**src/core/tm3_pkg.sv**
```systemverilog
// Constants shared by the timer-3 block: register addresses, field positions,
// reset values and clock-select encodings.
// Assumes an 8-bit special-function-register bus with 8-bit addresses.
package tm3_pkg;

  // Special-function register addresses.
  localparam logic [7:0] ADDR_CTRL   = 8'h91; // timer_control_status
  localparam logic [7:0] ADDR_RLD_LO = 8'h92; // reload_low_byte
  localparam logic [7:0] ADDR_RLD_HI = 8'h93; // reload_high_byte
  localparam logic [7:0] ADDR_CNT_LO = 8'h94; // count_low_byte
  localparam logic [7:0] ADDR_CNT_HI = 8'h95; // count_high_byte

  // Field positions inside timer_control_status.
  localparam int BIT_HI_FLAG = 7;
  localparam int BIT_LO_FLAG = 6;
  localparam int BIT_LO_IEN  = 5;
  localparam int BIT_CAPT_EN = 4;
  localparam int BIT_SPLIT   = 3;
  localparam int BIT_RUN     = 2;
  localparam int BIT_XSEL_HI = 1;
  localparam int BIT_XSEL_LO = 0;

  // Values after reset.
  localparam logic [7:0] CTRL_RESET = 8'h00;
  localparam logic [7:0] BYTE_RESET = 8'h00;

  // External clock select encodings.
  localparam logic [1:0] XSEL_DIV12 = 2'h0;
  localparam logic [1:0] XSEL_RTC   = 2'h1;
  localparam logic [1:0] XSEL_RSVD  = 2'h2;
  localparam logic [1:0] XSEL_EXT8  = 2'h3;

  // Dividers for the slow count sources.
  localparam int         SYS_DIV     = 12;
  localparam logic [3:0] SYS_DIV_MAX = 4'hb;
  localparam int         EXT_DIV     = 8;

endpackage : tm3_pkg

```
**src/core/tm3_src_sync.sv**
```systemverilog
// Synchroniser and rising-edge divider for one free-running count source.
// Assumes src_i is asynchronous to clk_i and slower than half the clock rate.
`timescale 1ns/100ps
module tm3_src_sync #(
  parameter int DIV = 1
)(
  // Clock and reset.
  input  wire logic clk_i,
  input  wire logic reset_i,
  // Source and tick.
  input  wire logic src_i,
  output logic      tick_o
);

  localparam int CW = (DIV > 1) ? $clog2(DIV) : 1;

  logic          meta_r;
  logic          sync_r;
  logic          prev_r;
  logic [CW-1:0] cnt_r;

  // Two-stage synchroniser; only sync_r is looked at downstream.
  always_ff @(posedge clk_i)
  begin
    if (reset_i)
    begin
      meta_r <= 1'b0;
      sync_r <= 1'b0;
      prev_r <= 1'b0;
    end
    else
    begin
      meta_r <= src_i;
      sync_r <= meta_r;
      prev_r <= sync_r;
    end
  end

  // Count rising edges; emit one tick every DIV of them.
  always_ff @(posedge clk_i)
  begin
    if (reset_i)
      cnt_r <= '0;
    else if (sync_r && !prev_r)
      cnt_r <= (cnt_r == CW'(DIV - 1)) ? '0 : CW'(cnt_r + 1'b1);
  end

  assign tick_o = sync_r && !prev_r && (cnt_r == CW'(DIV - 1));

endmodule : tm3_src_sync

```
**src/core/tm3_timer.sv**
```systemverilog
// Timer 3: 16-bit auto-reload, split 8-bit auto-reload and capture modes.
// Assumes a single-cycle SFR bus write strobe and a registered read port.
// Contract
// - Split mode runs two 8-bit auto-reload counters, each with its own reload byte.
// - In split mode run control gates only the high byte; low byte always counts.
// - Fast select picks system clock, else select field: div12, oscillator, ext/8.
// - High flag sets on high byte wrap; low flag on low byte wrap.
// - With timer interrupt enabled, every high overflow requests an interrupt.
// - With low enable also set, either byte's overflow requests an interrupt.
// - Hardware never clears the flags; software clears them by writing.
// - Capture event on oscillator rising edge or every 8 ext cycles, per select bit 1.
// - Capture copies the 16-bit count into reload registers and sets high flag.
// - In 16-bit mode the high flag sets on wrap from ffff to the reload value.
// - Low flag sets on every low byte wrap in both modes.
// - Control register at 91, all zero at reset, fields as laid out.
// - In 16-bit mode a full wrap loads the 16-bit reload value.
// - External and oscillator sources are synchronised before advancing the count.
`timescale 1ns/100ps
module tm3_timer (
  // Clock and reset.
  input  wire logic       clk_i,
  input  wire logic       reset_i,
  // SFR bus.
  input  wire logic [7:0] sfr_addr_i,
  input  wire logic       sfr_wr_i,
  input  wire logic [7:0] sfr_wdata_i,
  input  wire logic       sfr_rd_i,
  output logic      [7:0] sfr_rdata_o,
  // Bits held in other registers of the core.
  input  wire logic       high_byte_fast_clock_select_i,
  input  wire logic       low_byte_fast_clock_select_i,
  input  wire logic       timer_irq_enable_i,
  // Oscillator sources.
  input  wire logic       rtc_osc_i,
  input  wire logic       ext_osc_i,
  // Interrupt request.
  output logic            timer_irq_o
);

  logic [7:0] ctrl_r;
  logic [7:0] count_low_byte_r;
  logic [7:0] count_high_byte_r;
  logic [7:0] reload_low_byte_r;
  logic [7:0] reload_high_byte_r;
  logic [3:0] div12_r;
  logic       div12_tick;
  logic       rtc_tick;
  logic       ext8_tick;
  logic       xclk_tick;
  logic       tick_lo;
  logic       tick_hi;
  logic       inc_lo;
  logic       inc_hi;
  logic       wrap_lo;
  logic       wrap_hi;
  logic       capture;
  logic       split_mode_enable;
  logic       run_control;
  logic       capture_mode_enable;
  logic [1:0] external_clock_select;
  logic       wr_ctrl;

  assign split_mode_enable     = ctrl_r[tm3_pkg::BIT_SPLIT];
  assign run_control           = ctrl_r[tm3_pkg::BIT_RUN];
  assign capture_mode_enable   = ctrl_r[tm3_pkg::BIT_CAPT_EN];
  assign external_clock_select = ctrl_r[tm3_pkg::BIT_XSEL_HI:tm3_pkg::BIT_XSEL_LO];
  assign wr_ctrl               = sfr_wr_i && (sfr_addr_i == tm3_pkg::ADDR_CTRL);

  // Write decode shared by every byte register.
  function automatic logic hit(input logic [7:0] addr);
    hit = sfr_wr_i && (sfr_addr_i == addr);
  endfunction : hit

  // Oscillator sources pass a two-flop synchroniser before they count.
  tm3_src_sync #(.DIV(1)) u_rtc_sync (
    .clk_i   (clk_i),
    .reset_i (reset_i),
    .src_i   (rtc_osc_i),
    .tick_o  (rtc_tick)
  );

  tm3_src_sync #(.DIV(tm3_pkg::EXT_DIV)) u_ext_sync (
    .clk_i   (clk_i),
    .reset_i (reset_i),
    .src_i   (ext_osc_i),
    .tick_o  (ext8_tick)
  );

  // System clock divided by 12, as a one-cycle enable.
  always_ff @(posedge clk_i)
  begin
    if (reset_i)
      div12_r <= 4'h0;
    else
      div12_r <= (div12_r == tm3_pkg::SYS_DIV_MAX) ? 4'h0 : div12_r + 4'h1;
  end
  assign div12_tick = (div12_r == tm3_pkg::SYS_DIV_MAX);

  // Clock source per byte; the reserved select yields no ticks.
  always_comb
  begin
    case (external_clock_select)
      tm3_pkg::XSEL_DIV12: xclk_tick = div12_tick;
      tm3_pkg::XSEL_RTC:   xclk_tick = rtc_tick;
      tm3_pkg::XSEL_EXT8:  xclk_tick = ext8_tick;
      default:             xclk_tick = 1'b0;
    endcase
  end
  assign tick_lo = low_byte_fast_clock_select_i ? 1'b1 : xclk_tick;
  assign tick_hi = high_byte_fast_clock_select_i ? 1'b1 : xclk_tick;

  // Split mode: low byte free-runs, high byte is gated by run. 16-bit mode is
  // clocked by the low byte's source and gated by run.
  assign inc_lo  = split_mode_enable ? tick_lo : (run_control && tick_lo);
  assign wrap_lo = inc_lo && (count_low_byte_r == 8'hff);
  assign inc_hi  = split_mode_enable ? (run_control && tick_hi) : wrap_lo;
  assign wrap_hi = inc_hi && (count_high_byte_r == 8'hff);

  // Capture trigger chosen by select bit 1.
  assign capture = capture_mode_enable &&
                   (external_clock_select[1] ? ext8_tick : rtc_tick);

  // Low counter byte; a software write takes priority over counting.
  always_ff @(posedge clk_i)
  begin
    if (reset_i)
      count_low_byte_r <= tm3_pkg::BYTE_RESET;
    else if (hit(tm3_pkg::ADDR_CNT_LO))
      count_low_byte_r <= sfr_wdata_i;
    else if (wrap_lo && split_mode_enable)
      count_low_byte_r <= reload_low_byte_r;
    else if (wrap_lo && wrap_hi)
      count_low_byte_r <= reload_low_byte_r;
    else if (inc_lo)
      count_low_byte_r <= count_low_byte_r + 8'h01;
  end

  // High counter byte.
  always_ff @(posedge clk_i)
  begin
    if (reset_i)
      count_high_byte_r <= tm3_pkg::BYTE_RESET;
    else if (hit(tm3_pkg::ADDR_CNT_HI))
      count_high_byte_r <= sfr_wdata_i;
    else if (wrap_hi)
      count_high_byte_r <= reload_high_byte_r;
    else if (inc_hi)
      count_high_byte_r <= count_high_byte_r + 8'h01;
  end

  // Reload registers; a capture wins over a software write so no timestamp is
  // lost in a collision.
  always_ff @(posedge clk_i)
  begin
    if (reset_i)
    begin
      reload_low_byte_r  <= tm3_pkg::BYTE_RESET;
      reload_high_byte_r <= tm3_pkg::BYTE_RESET;
    end
    else if (capture)
    begin
      reload_low_byte_r  <= count_low_byte_r;
      reload_high_byte_r <= count_high_byte_r;
    end
    else
    begin
      if (hit(tm3_pkg::ADDR_RLD_LO))
        reload_low_byte_r <= sfr_wdata_i;
      if (hit(tm3_pkg::ADDR_RLD_HI))
        reload_high_byte_r <= sfr_wdata_i;
    end
  end

  // Control fields are plain read/write, all zero after reset. The
  // overflow flags share this process so the register has a single driver;
  // hardware only sets them, software writes them, and a set in the cycle of a
  // clearing write wins so no overflow is lost.
  always_ff @(posedge clk_i)
  begin
    if (reset_i)
      ctrl_r <= tm3_pkg::CTRL_RESET;
    else
    begin
      if (wr_ctrl)
        ctrl_r[5:0] <= sfr_wdata_i[5:0];
      if (wrap_hi || capture)
        ctrl_r[tm3_pkg::BIT_HI_FLAG] <= 1'b1;
      else if (wr_ctrl)
        ctrl_r[tm3_pkg::BIT_HI_FLAG] <= sfr_wdata_i[tm3_pkg::BIT_HI_FLAG];
      if (wrap_lo)
        ctrl_r[tm3_pkg::BIT_LO_FLAG] <= 1'b1;
      else if (wr_ctrl)
        ctrl_r[tm3_pkg::BIT_LO_FLAG] <= sfr_wdata_i[tm3_pkg::BIT_LO_FLAG];
    end
  end

  // Registered read port; unmapped addresses read zero.
  always_ff @(posedge clk_i)
  begin
    if (reset_i)
      sfr_rdata_o <= 8'h00;
    else if (sfr_rd_i)
    begin
      case (sfr_addr_i)
        tm3_pkg::ADDR_CTRL:   sfr_rdata_o <= ctrl_r;
        tm3_pkg::ADDR_RLD_LO: sfr_rdata_o <= reload_low_byte_r;
        tm3_pkg::ADDR_RLD_HI: sfr_rdata_o <= reload_high_byte_r;
        tm3_pkg::ADDR_CNT_LO: sfr_rdata_o <= count_low_byte_r;
        tm3_pkg::ADDR_CNT_HI: sfr_rdata_o <= count_high_byte_r;
        default:              sfr_rdata_o <= 8'h00;
      endcase
    end
  end

  // Both flags are level sources; software must read both to tell them apart.
  assign timer_irq_o = timer_irq_enable_i &&
                       (ctrl_r[tm3_pkg::BIT_HI_FLAG] ||
                        (ctrl_r[tm3_pkg::BIT_LO_IEN] && ctrl_r[tm3_pkg::BIT_LO_FLAG]));
endmodule : tm3_timer

```
**config.mk**
```make
export PLATFORM = sky130hd
export DESIGN_NAME = tm3_timer
export DESIGN_NICKNAME = d
export VERILOG_FILES = /design/src/core/tm3_pkg.sv /design/src/core/tm3_src_sync.sv /design/src/core/tm3_timer.sv
export SDC_FILE = /design/constraint.sdc
export NUM_CORES = 1
export LEC_CHECK = 0
export BUFFER_PORTS_ARGS = -buffer_cell sky130_fd_sc_hd__buf_2
export CORE_MARGIN = 5
export CORE_UTILIZATION = 55
export CTS_CLUSTER_DIAMETER = 120
export DETAILED_ROUTE_END_ITERATION = 12
export PLACE_DENSITY = 0.83
export SYNTH_ARGS = -nofsm -noshare
export SYNTH_HDL_FRONTEND = slang
export SYNTH_SLANG_ARGS = --single-unit
```
**constraint.sdc**
```tcl
create_clock -name clk_i -period 3.05 [get_ports clk_i]
set_clock_uncertainty 0.15 [all_clocks]
set_input_delay 0.61 -clock clk_i [delete_from_list [all_inputs] [get_ports clk_i]]
set_output_delay 0.61 -clock clk_i [all_outputs]
set_load 0.01 [all_outputs]
```
# After elaboration in Yosys (flattened, before gate mapping)
# Index checks and enable logic that the tools add are counted.
[classes] n_addsub=5 eq_ne=11 muxes=24 n_bitwise=1 reduce_logical=30
[ops] cell="8-bit two-way mux" n=11
[ops] cell="8-bit == test (second input constant)" n=7
[ops] cell="8-bit one-hot mux with 5 select lines" n=1
[ops] cell="1-bit logical AND" n=18
[ops] cell="8-bit by 1-bit adder with 8-bit output (second input constant)" n=2
[ops] cell="1-bit two-way mux" n=10
[ops] cell="2-bit nonzero test" n=4
[ops] cell="4-bit by 1-bit adder with 4-bit output (second input constant)" n=1
[ops] cell="4-bit == test (second input constant)" n=1
[ops] cell="4-bit nonzero test" n=1
[ops] cell="3-bit by 1-bit adder with 3-bit output (second input constant)" n=1
[ops] cell="3-bit == test (second input constant)" n=1
[ops] cell="3-bit two-way mux" n=1
[ops] cell="1-bit one-hot mux with 3 select lines" n=1
[ops] cell="3-bit nonzero test" n=1
[ops] cell="2-bit by 1-bit == test with 1-bit output (second input constant)" n=1
[ops] cell="2-bit == test (second input constant)" n=1
[ops] cell="1-bit zero test" n=2
[ops] cell="2-bit zero test" n=1
[ops] cell="1-bit logical OR" n=2
[ops] cell="2-bit OR reduction" n=1
[ops] cell="1-bit adder (second input constant)" n=1
[ops] cell="1-bit NOT" n=1
[word_totals] ff_bits=62 output_inout_bits=9

# Logic depth before layout (Yosys ltp)
# Gate-level depths: netlist of the first run.
[logic_depth] ltp_word=14 depth_mapped=9

# Cells and area by module
# Synthesis of the first run repeated with hierarchy kept, for this count alone.
[unflattened] hier_cells=406 hier_area_um2=3482.1
[modules_own_cells] module="tm3_timer" instances=1 cells_each=379 area_each_um2=3164.3 seq_area_each_um2=1041.0
[modules_own_cells] module="tm3_src_sync (u_ext_sync)" instances=1 cells_each=20 area_each_um2=230.2 seq_area_each_um2=120.1
[modules_own_cells] module="tm3_src_sync (u_rtc_sync)" instances=1 cells_each=7 area_each_um2=87.6 seq_area_each_um2=60.1

# Worst setup path before layout of the first run
# No wires, ideal clock.
[synth_path] path_type="register -> register" startpoint="register u_ext_sync.cnt_r[0]" endpoint="register count_high_byte_r[6]" setup_time_ns=0.117 arrival_ns=1.976 required_ns=2.783 slack_ns=0.807 path_stages_with_launch=10 n_path_buf=1 period_less_slack_ns=2.243 cell_sequence="dfxtp_1 -> ha_1 -> ha_1 -> and4b_1 -> o21ai_1 -> a21oi_1 -> nor2_2 -> buf_6 -> o21bai_1 -> a32o_1"
[synth_via] elab_chain_cells=11 word_cells_on_any_way=14 classes_between="eq/ne: 1; mux: 7; reduce/logical: 6"
[synth_rtl] item="from (decl)" line_no="tm3_src_sync.sv:20" rtl="logic [CW-1:0] cnt_r;"
[synth_rtl] item="from (signal assigned)" line_no="tm3_src_sync.sv:45" rtl="cnt_r <= (cnt_r == CW'(DIV - 1)) ? '0 : CW'(cnt_r + 1'b1);"
[synth_rtl] item="3-bit == test (*)" line_no="tm3_src_sync.sv:48" rtl="assign tick_o = sync_r && !prev_r && (cnt_r == CW'(DIV - 1));"
[synth_rtl] item="1-bit logical AND (*)" line_no="tm3_src_sync.sv:48"
[synth_rtl] item="1-bit one-hot mux with 3 select lines (*)" line_no="tm3_timer.sv:102" rtl="case (external_clock_select)"
[synth_rtl] item="1-bit two-way mux" line_no="tm3_timer.sv:109" rtl="assign tick_lo = low_byte_fast_clock_select_i ? 1'b1 : xclk_tick;"
[synth_rtl] item="1-bit logical AND" line_no="tm3_timer.sv:114" rtl="assign inc_lo = split_mode_enable ? tick_lo : (run_control && tick_lo);"
[synth_rtl] item="1-bit two-way mux" line_no="tm3_timer.sv:114"
[synth_rtl] item="1-bit logical AND" line_no="tm3_timer.sv:115" rtl="assign wrap_lo = inc_lo && (count_low_byte_r == 8'hff);"
[synth_rtl] item="1-bit two-way mux (*)" line_no="tm3_timer.sv:116" rtl="assign inc_hi = split_mode_enable ? (run_control && tick_hi) : wrap_lo;"
[synth_rtl] item="1-bit logical AND" line_no="tm3_timer.sv:117" rtl="assign wrap_hi = inc_hi && (count_high_byte_r == 8'hff);"
[synth_rtl] item="8-bit two-way mux" line_no="tm3_timer.sv:145" rtl="else if (wrap_hi)"
[synth_rtl] item="8-bit two-way mux" line_no="tm3_timer.sv:143" rtl="else if (hit(tm3_pkg::ADDR_CNT_HI))"
[synth_rtl] item="to (signal assigned)" line_no="tm3_timer.sv:142" rtl="count_high_byte_r <= tm3_pkg::BYTE_RESET;"
[synth_rtl] item="to (signal assigned)" line_no="tm3_timer.sv:144" rtl="count_high_byte_r <= sfr_wdata_i;"
[synth_rtl] item="to (signal assigned)" line_no="tm3_timer.sv:146" rtl="count_high_byte_r <= reload_high_byte_r;"
[synth_rtl] item="to (decl)" line_no="tm3_timer.sv:42" rtl="logic [7:0] count_high_byte_r;"
# Every way passes the cells marked *; elsewhere a longest branch is shown, timed or not.
# A chain may end at the register's enable or synchronous reset.

# Worst setup path in the final report of the first run
# Same ends and word-level chain as after synthesis.

==> impl_results.md, run 1 <==
* Num ports at 34
* Root Driver: clkbuf_8
* CP required at 3.13 ns
* Status: finished clean
* Primary FF master, synth: dfxtp_1
* Slew Viols, Final at 0
* Area delta synth->final at 13.42%
* ANT cells at 0
* Crit path largest cell delay at 0.47 ns
* Initial drt markers at 330
* Power per Cell Area at 472.8 nW/um2
* Crit path time final at 2.719 ns
* Clk buf depth at 2
* Die area at 7748 um2
* Worst Setup End Kind: flip-flop
* Area contributors post-synth: dfxtp_1, mux2i_1, nor2_1
* Slew headroom at 61.63%
* CP Buf/Inv Count at 0
* DR WL met2 at 4156 um
* Setup TNS at 0 ns
* Worst setup margin at 0.3310 ns
* Initial antenna violation count at 0
* Final setup viols at 0
* Max_cap viols at 0
* CTS tree: done
* Hold Slack at 0.2880 ns
* H-Tree Depth at 3
* Cts hold-fix bufs at 0
* DR top layer: met4
* # nets final at 449
* Hold crit path type: reg -> reg
* Area fraction of the dominant cell type after synthesis at 36.47%
* TritonCTS Buffers at 9
* Routability cong. at 0.8927
* Avg Cell Area, Syn at 8.563 um2
* Cell Area, Placed at 3557 um2
* Total leakage power at 0.001488 uW
* WP data arrival at 2.80 ns
* Crit share post-route at 89.15%
* Clk_lat worst skew at 0.34 ns
* F_max at 367.8 MHz
* Final Hold Fails at 0
* Number of routed nets with antenna violations at 0
* Worst path cell trace: ha_1 -> ha_1 -> and4b_1 -> o21ai_1 -> a21oi_1 -> nor2_2 -> o21bai_1 -> a32o_1
* Yosys cell types at 54
* Crit start category: flip-flop
* Crit Path Max Fanout at 11
* Final wirelength at 9043 um
* EDFF count, synth at 0
* Port Buffers at 33
* Post-synth top area cell: dfxtp_1
* Post-CTS sizing at 0
* DR pass1 iterations at 5
* Core ar. at 5921 um2
* Peak VDD IR at 0.0005745 V
* Total grt overflow at 0
* Unrepaired setup endpoints after global routing: no
* Post-route cell area at 3797 um2
* WL/cell at 18.12 um
* Initial Util at 56.55%
* Global-route wire length before repair at 14900 um
* Syn Inst Count at 391
* CTS sink count at 61
* Class of the most critical setup path: reg -> reg
* Vias at 3151
* Reg clk slew, reported paths at 0.07 ns
* Largest net degree at the start of global routing at 33
* Delay-heaviest family, CP: compound AO/OA/AOI/OAI gates
* Worst Max-Slew Pin Slew at 0.5756 ns
* Register area share after synthesis at 36.47%
* Worst slack, placed at 0.3707 ns
* Total design power at 1795 uW
* Dpl hpwl at 6465 um
* Die X at 88.03 um
* Num rows at 28
* Net count after synthesis at 421
* Synth warnings at 0
* Number of remaining DRC errors at 0
* Post-CTS Setup Bufs at 0
* Wl on met1 at 3931 um
* Netlist Area Pre-Place at 3348 um2
* Chip height at 88.03 um
* Wire length on met3 at 763 um
* Vias in the first global route at 3054
* Vias per inst at 6.315
* Ratio of cells with drive above 1 in the final layout at 17.92%
* Global-route usage over all layers at 24.98%
* Yosys reg bits at 61
* CP max-delay cell: nor2_2
* Crit path top cell by count: ha_1
* Share of flip-flops with an asynchronous set or reset at 0%
-- path summary, 6_finish.rpt --
check | from | endpoint | slack (ns) | depth (start not counted)
max reg2reg | u_ext_sync.cnt_r[0] | count_high_byte_r[6] | 0.33 | 8
max | u_ext_sync.cnt_r[0] | count_high_byte_r[6] | 0.33 | 8
min reg2reg | u_rtc_sync.meta_r | u_rtc_sync.sync_r | 0.29 | 1
min | u_rtc_sync.meta_r | u_rtc_sync.sync_r | 0.29 | 1
-- metal layers --
metal | vias up | global-route usage (%)
met5 | - | 0
met4 | 0 | 8.379
met3 | 19 | 7.338
met2 | 153 | 39.52
met1 | 1496 | 32.70
li1 | 1483 | -
-- cells in the mapped netlist (3+ instances only) --
master	count
dfxtp_1	61
nor2_1	56
mux2i_1	40
nand2_1	36
o21ai_0	23
nand3_1	19
a211oi_1	18
a21oi_1	15
nor3_1	15
clkbuf_1	13
a311oi_1	9
nor2b_1	8
buf_2	5
ha_1	5
mux2_2	4
a21o_1	3
buf_4	3
nor3b_1	3
o211ai_1	3
or2_2	3
or3_1	3
-- worst reg2reg max path: cells and delay by family, from the launching register on --
| family | cells | cell delay [ns] |
|---|---|---|
| AOI/OAI and AO/OA | 4 | 1.02 |
| adders and majority gates | 2 | 0.41 |
| DFF | 1 | 0.33 |
| and+or+nand+nor | 2 | 0.70 |
-- registers in the layout, summed over array words and instances, names as in the netlist --
| name | flops |
|---|---|
| ctrl_r | 8 |
| u_ext_sync.prev_r | 1 |
| div12_r | 4 |
| u_ext_sync.cnt_r | 3 |
| sfr_rdata_o | 8 |
| u_rtc_sync.prev_r | 1 |
| count_low_byte_r | 8 |
| u_rtc_sync.sync_r | 1 |
| u_rtc_sync.meta_r | 1 |
| count_high_byte_r | 8 |
| reload_high_byte_r | 8 |
| u_ext_sync.sync_r | 1 |
| reload_low_byte_r | 8 |
| u_ext_sync.meta_r | 1 |
-- area by class of cell --
type | count | area [um2]
inverter | 1 | 3.754
clock inverter | 4 | 95.09
sequential | 61 | 1221
fill | 497 | 2123
timing repair buffer | 40 | 230.2
clock buffer | 12 | 145.1
tap | 75 | 93.84
multi-input combinational | 306 | 2008
-- where the power goes --
group / internal [uW] / leakage, uW / total (uW) / switching (uW)
Combinational: 40.4 / 0.000873 / 108 / 68.0
Clock: 564 / 0.000121 / 869 / 305
Sequential: 810 / 0.000494 / 818 / 7.68
-- cells by family after synthesis --
family          synth area share (%)
buf+inv                        3.662
xor+xnor                       1.047
simple gates                   25.86
fa+ha+maj                      1.868
compound gates                 17.79
flops                          36.47
mux                            13.30
-- layout by cell type, fill, tap and decap left out, drive strengths merged, types with 4 or more instances in the layout --
cell type and n:
dfxtp 61, nor2 58, mux2i 40, buf 40, nand2 36, o21ai 25
nand3 19, a211oi 18, a21oi 17, nor3 15, clkbuf 12, a311oi 9
nor2b 8, ha 5, nor3b 5, mux2 4
-- through the flow --
stage	cells	util, %
CTS	499	64.14
global route	499	64.14
detailed placement	483	60.08
finish	499	64.14
global placement	483	60.08
floorplan	391	-
(Power assumes the default switching activity.)
==> inputs of run 2 (changes only) <==
- GPL_TIMING_DRIVEN: not set -> 0
- PLACE_DENSITY: 0.83 -> 0.75
==> run 2 against run 1 <==
- worst hold slack worse by 0.0025 ns
- die area unchanged
- maximum frequency grew 6.8%
==> impl_results.md, run 2 (synthesized netlist as in run 1, its figures left out) <==
* Status: finished clean
* Crit share post-route at 83.50%
* F_max at 392.6 MHz
* Num rows at 28
* Clk buf depth at 2
* Class of the most critical setup path: in -> reg
* CTS sink count at 61
* Vias in the first global route at 2997
* Initial drt markers at 357
* Sequential Area at 1221 um2
* Fillers at 518
* Initial Util at 56.55%
* Hold depth at 1
* Unrepaired setup endpoints after global routing: no
* # nets final at 465
* Post-CTS sizing at 0
* Worst Max-Slew Pin Slew at 1.083 ns
* Number of routed nets with antenna violations at 0
* Global-route usage over all layers at 26.24%
* Root Driver: clkbuf_8
* CP required at 3.18 ns
* Dpl hpwl at 6902 um
* Final wirelength at 9453 um
* Number of remaining DRC errors at 0
* Ratio of cells with drive above 1 in the final layout at 17.73%
* Port Buffers at 33
* Peak VDD IR at 0.0003252 V
* R2R setup slack at 0.54 ns
* Crit Path Max Fanout at 10
* Slew headroom at 27.27%
* Crit start category: input port
* Global-route wire length before repair at 15500 um
* Most common cell after layout, fill and taps aside: dfxtp_1
* Commonest non-fill, non-tap cells in the layout: dfxtp_1, nor2_1, mux2i_1, buf_2, nand2_1
* Total grt overflow at 0
* Largest net degree at the start of global routing at 11
* Final std cells w/o fill at 515
* Routability cong. at 0.9242
* Die area at 7748 um2
* Max_cap viols at 0
* Vias at 3168
* Die X at 88.03 um
* Post-CTS Setup Bufs at 0
* Vias per inst at 6.151
* Hold_sp: u_rtc_sync.meta_r
* Hold Path Sink: u_rtc_sync.sync_r
* Final Hold Fails at 0
* Chip height at 88.03 um
* Slew Viols, Final at 0
* Cts hold-fix bufs at 0
* Total leakage power at 0.001496 uW
* DR pass1 iterations at 8
* ANT cells at 0
* Hold crit path type: reg -> reg
* Num ports at 34
* Worst reg2reg endpoint: count_high_byte_r[6]
* Inst Count DP at 499
* Worst Setup End Kind: flip-flop
* Initial antenna violation count at 0
* WL/cell at 18.36 um
* Power per Cell Area at 447.8 nW/um2
* Final setup viols at 0
* Reg clk slew, reported paths at 0.07 ns
* H-Tree Depth at 3
* Post-route cell area at 3814 um2
* WP data arrival at 2.68 ns
* Multi-input logic area at 2004 um2
* Worst r2r src: u_ext_sync.cnt_r[0]
* Clk_lat worst skew at 0.34 ns
* Reg2reg path depth at 9
* TritonCTS Buffers at 9
* Setup TNS at 0 ns
* Crit path time final at 2.547 ns
* Core ar. at 5921 um2
* Area delta synth->final at 13.90%
* Cell Area, Placed at 3607 um2
* CTS tree: done
run 2: cell types whose count changed in the layout (fill, tap and decap cells not counted), moves of 2 or more:
| cell | before | now |
|---|---|---|
| clkbuf_1 | 2 | 15 |
| clkinv_2 | 1 | 3 |
| buf_6 | 0 | 2 |
| buf_2 | 33 | 38 |
| buf_4 | 6 | 3 |
run 2: how the worst max path moves through the flow:
stage          cells past startpoint                start                   end
2_1_floorplan                      9  u_ext_sync.cnt_r[0]  count_high_byte_r[6]
3_3_place_gp                       7        sfr_addr_i[3]  count_high_byte_r[0]
3_5_place_dp                       7        sfr_addr_i[3]  count_high_byte_r[0]
4_1_cts                            9  u_ext_sync.cnt_r[0]  count_high_byte_r[6]
5_1_grt                            7        sfr_addr_i[3]  count_high_byte_r[0]
6_report                           7        sfr_addr_i[3]  count_high_byte_r[4]
run 2: power by group:
part | total [uW] | switching (uW) | internal [uW]
Sequential | 817 | 7.54 | 810
Clock | 776 | 319 | 456
Combinational | 114 | 71.4 | 43.1
Total | 1710 | 398 | 1310
run 2: stage by stage:
step           power, uW  utilization, %  hold WS (ns)  worst slack, ns
2_1_floorplan      894.0               -        0.2638           0.8068
3_3_place_gp       945.7           60.93        0.2668           0.2397
3_5_place_dp       947.7           60.93        0.2783           0.1982
4_1_cts             1712           64.41        0.2940           0.5458
5_1_grt             1758           64.41        0.3206           0.3093
6_report            1708           64.41        0.2856           0.5031
run 2: per-layer routing:
layer,global-route usage [%],wire length [um],share of wire [%],vias to the layer above
met4,8.379,185,2.0,0
li1,-,-,-,1511
met1,37.96,4292,45,1483
met2,38.97,4136,44,156
met5,0,0,0,-
met3,5.550,839,8.9,18
run 2: layout make-up:
type | count | share of cell area (%)
well taps | 75 | 2.461
clock buffers | 11 | 3.445
clock inverters | 5 | 1.969
repair buffers | 33 | 4.331
flip-flops and latches | 61 | 32.02
multi-input cells | 306 | 52.56
plain buffers | 23 | 3.117
inverters | 1 | 0.09843
run 2: critical path, cell delays in order:
cell,delay [ns]
buf_2,0.11
nor4b_4,0.37
nand4b_1,0.21
buf_2,0.25
nor3_1,0.88
nand2_1,0.14
nand3_1,0.11
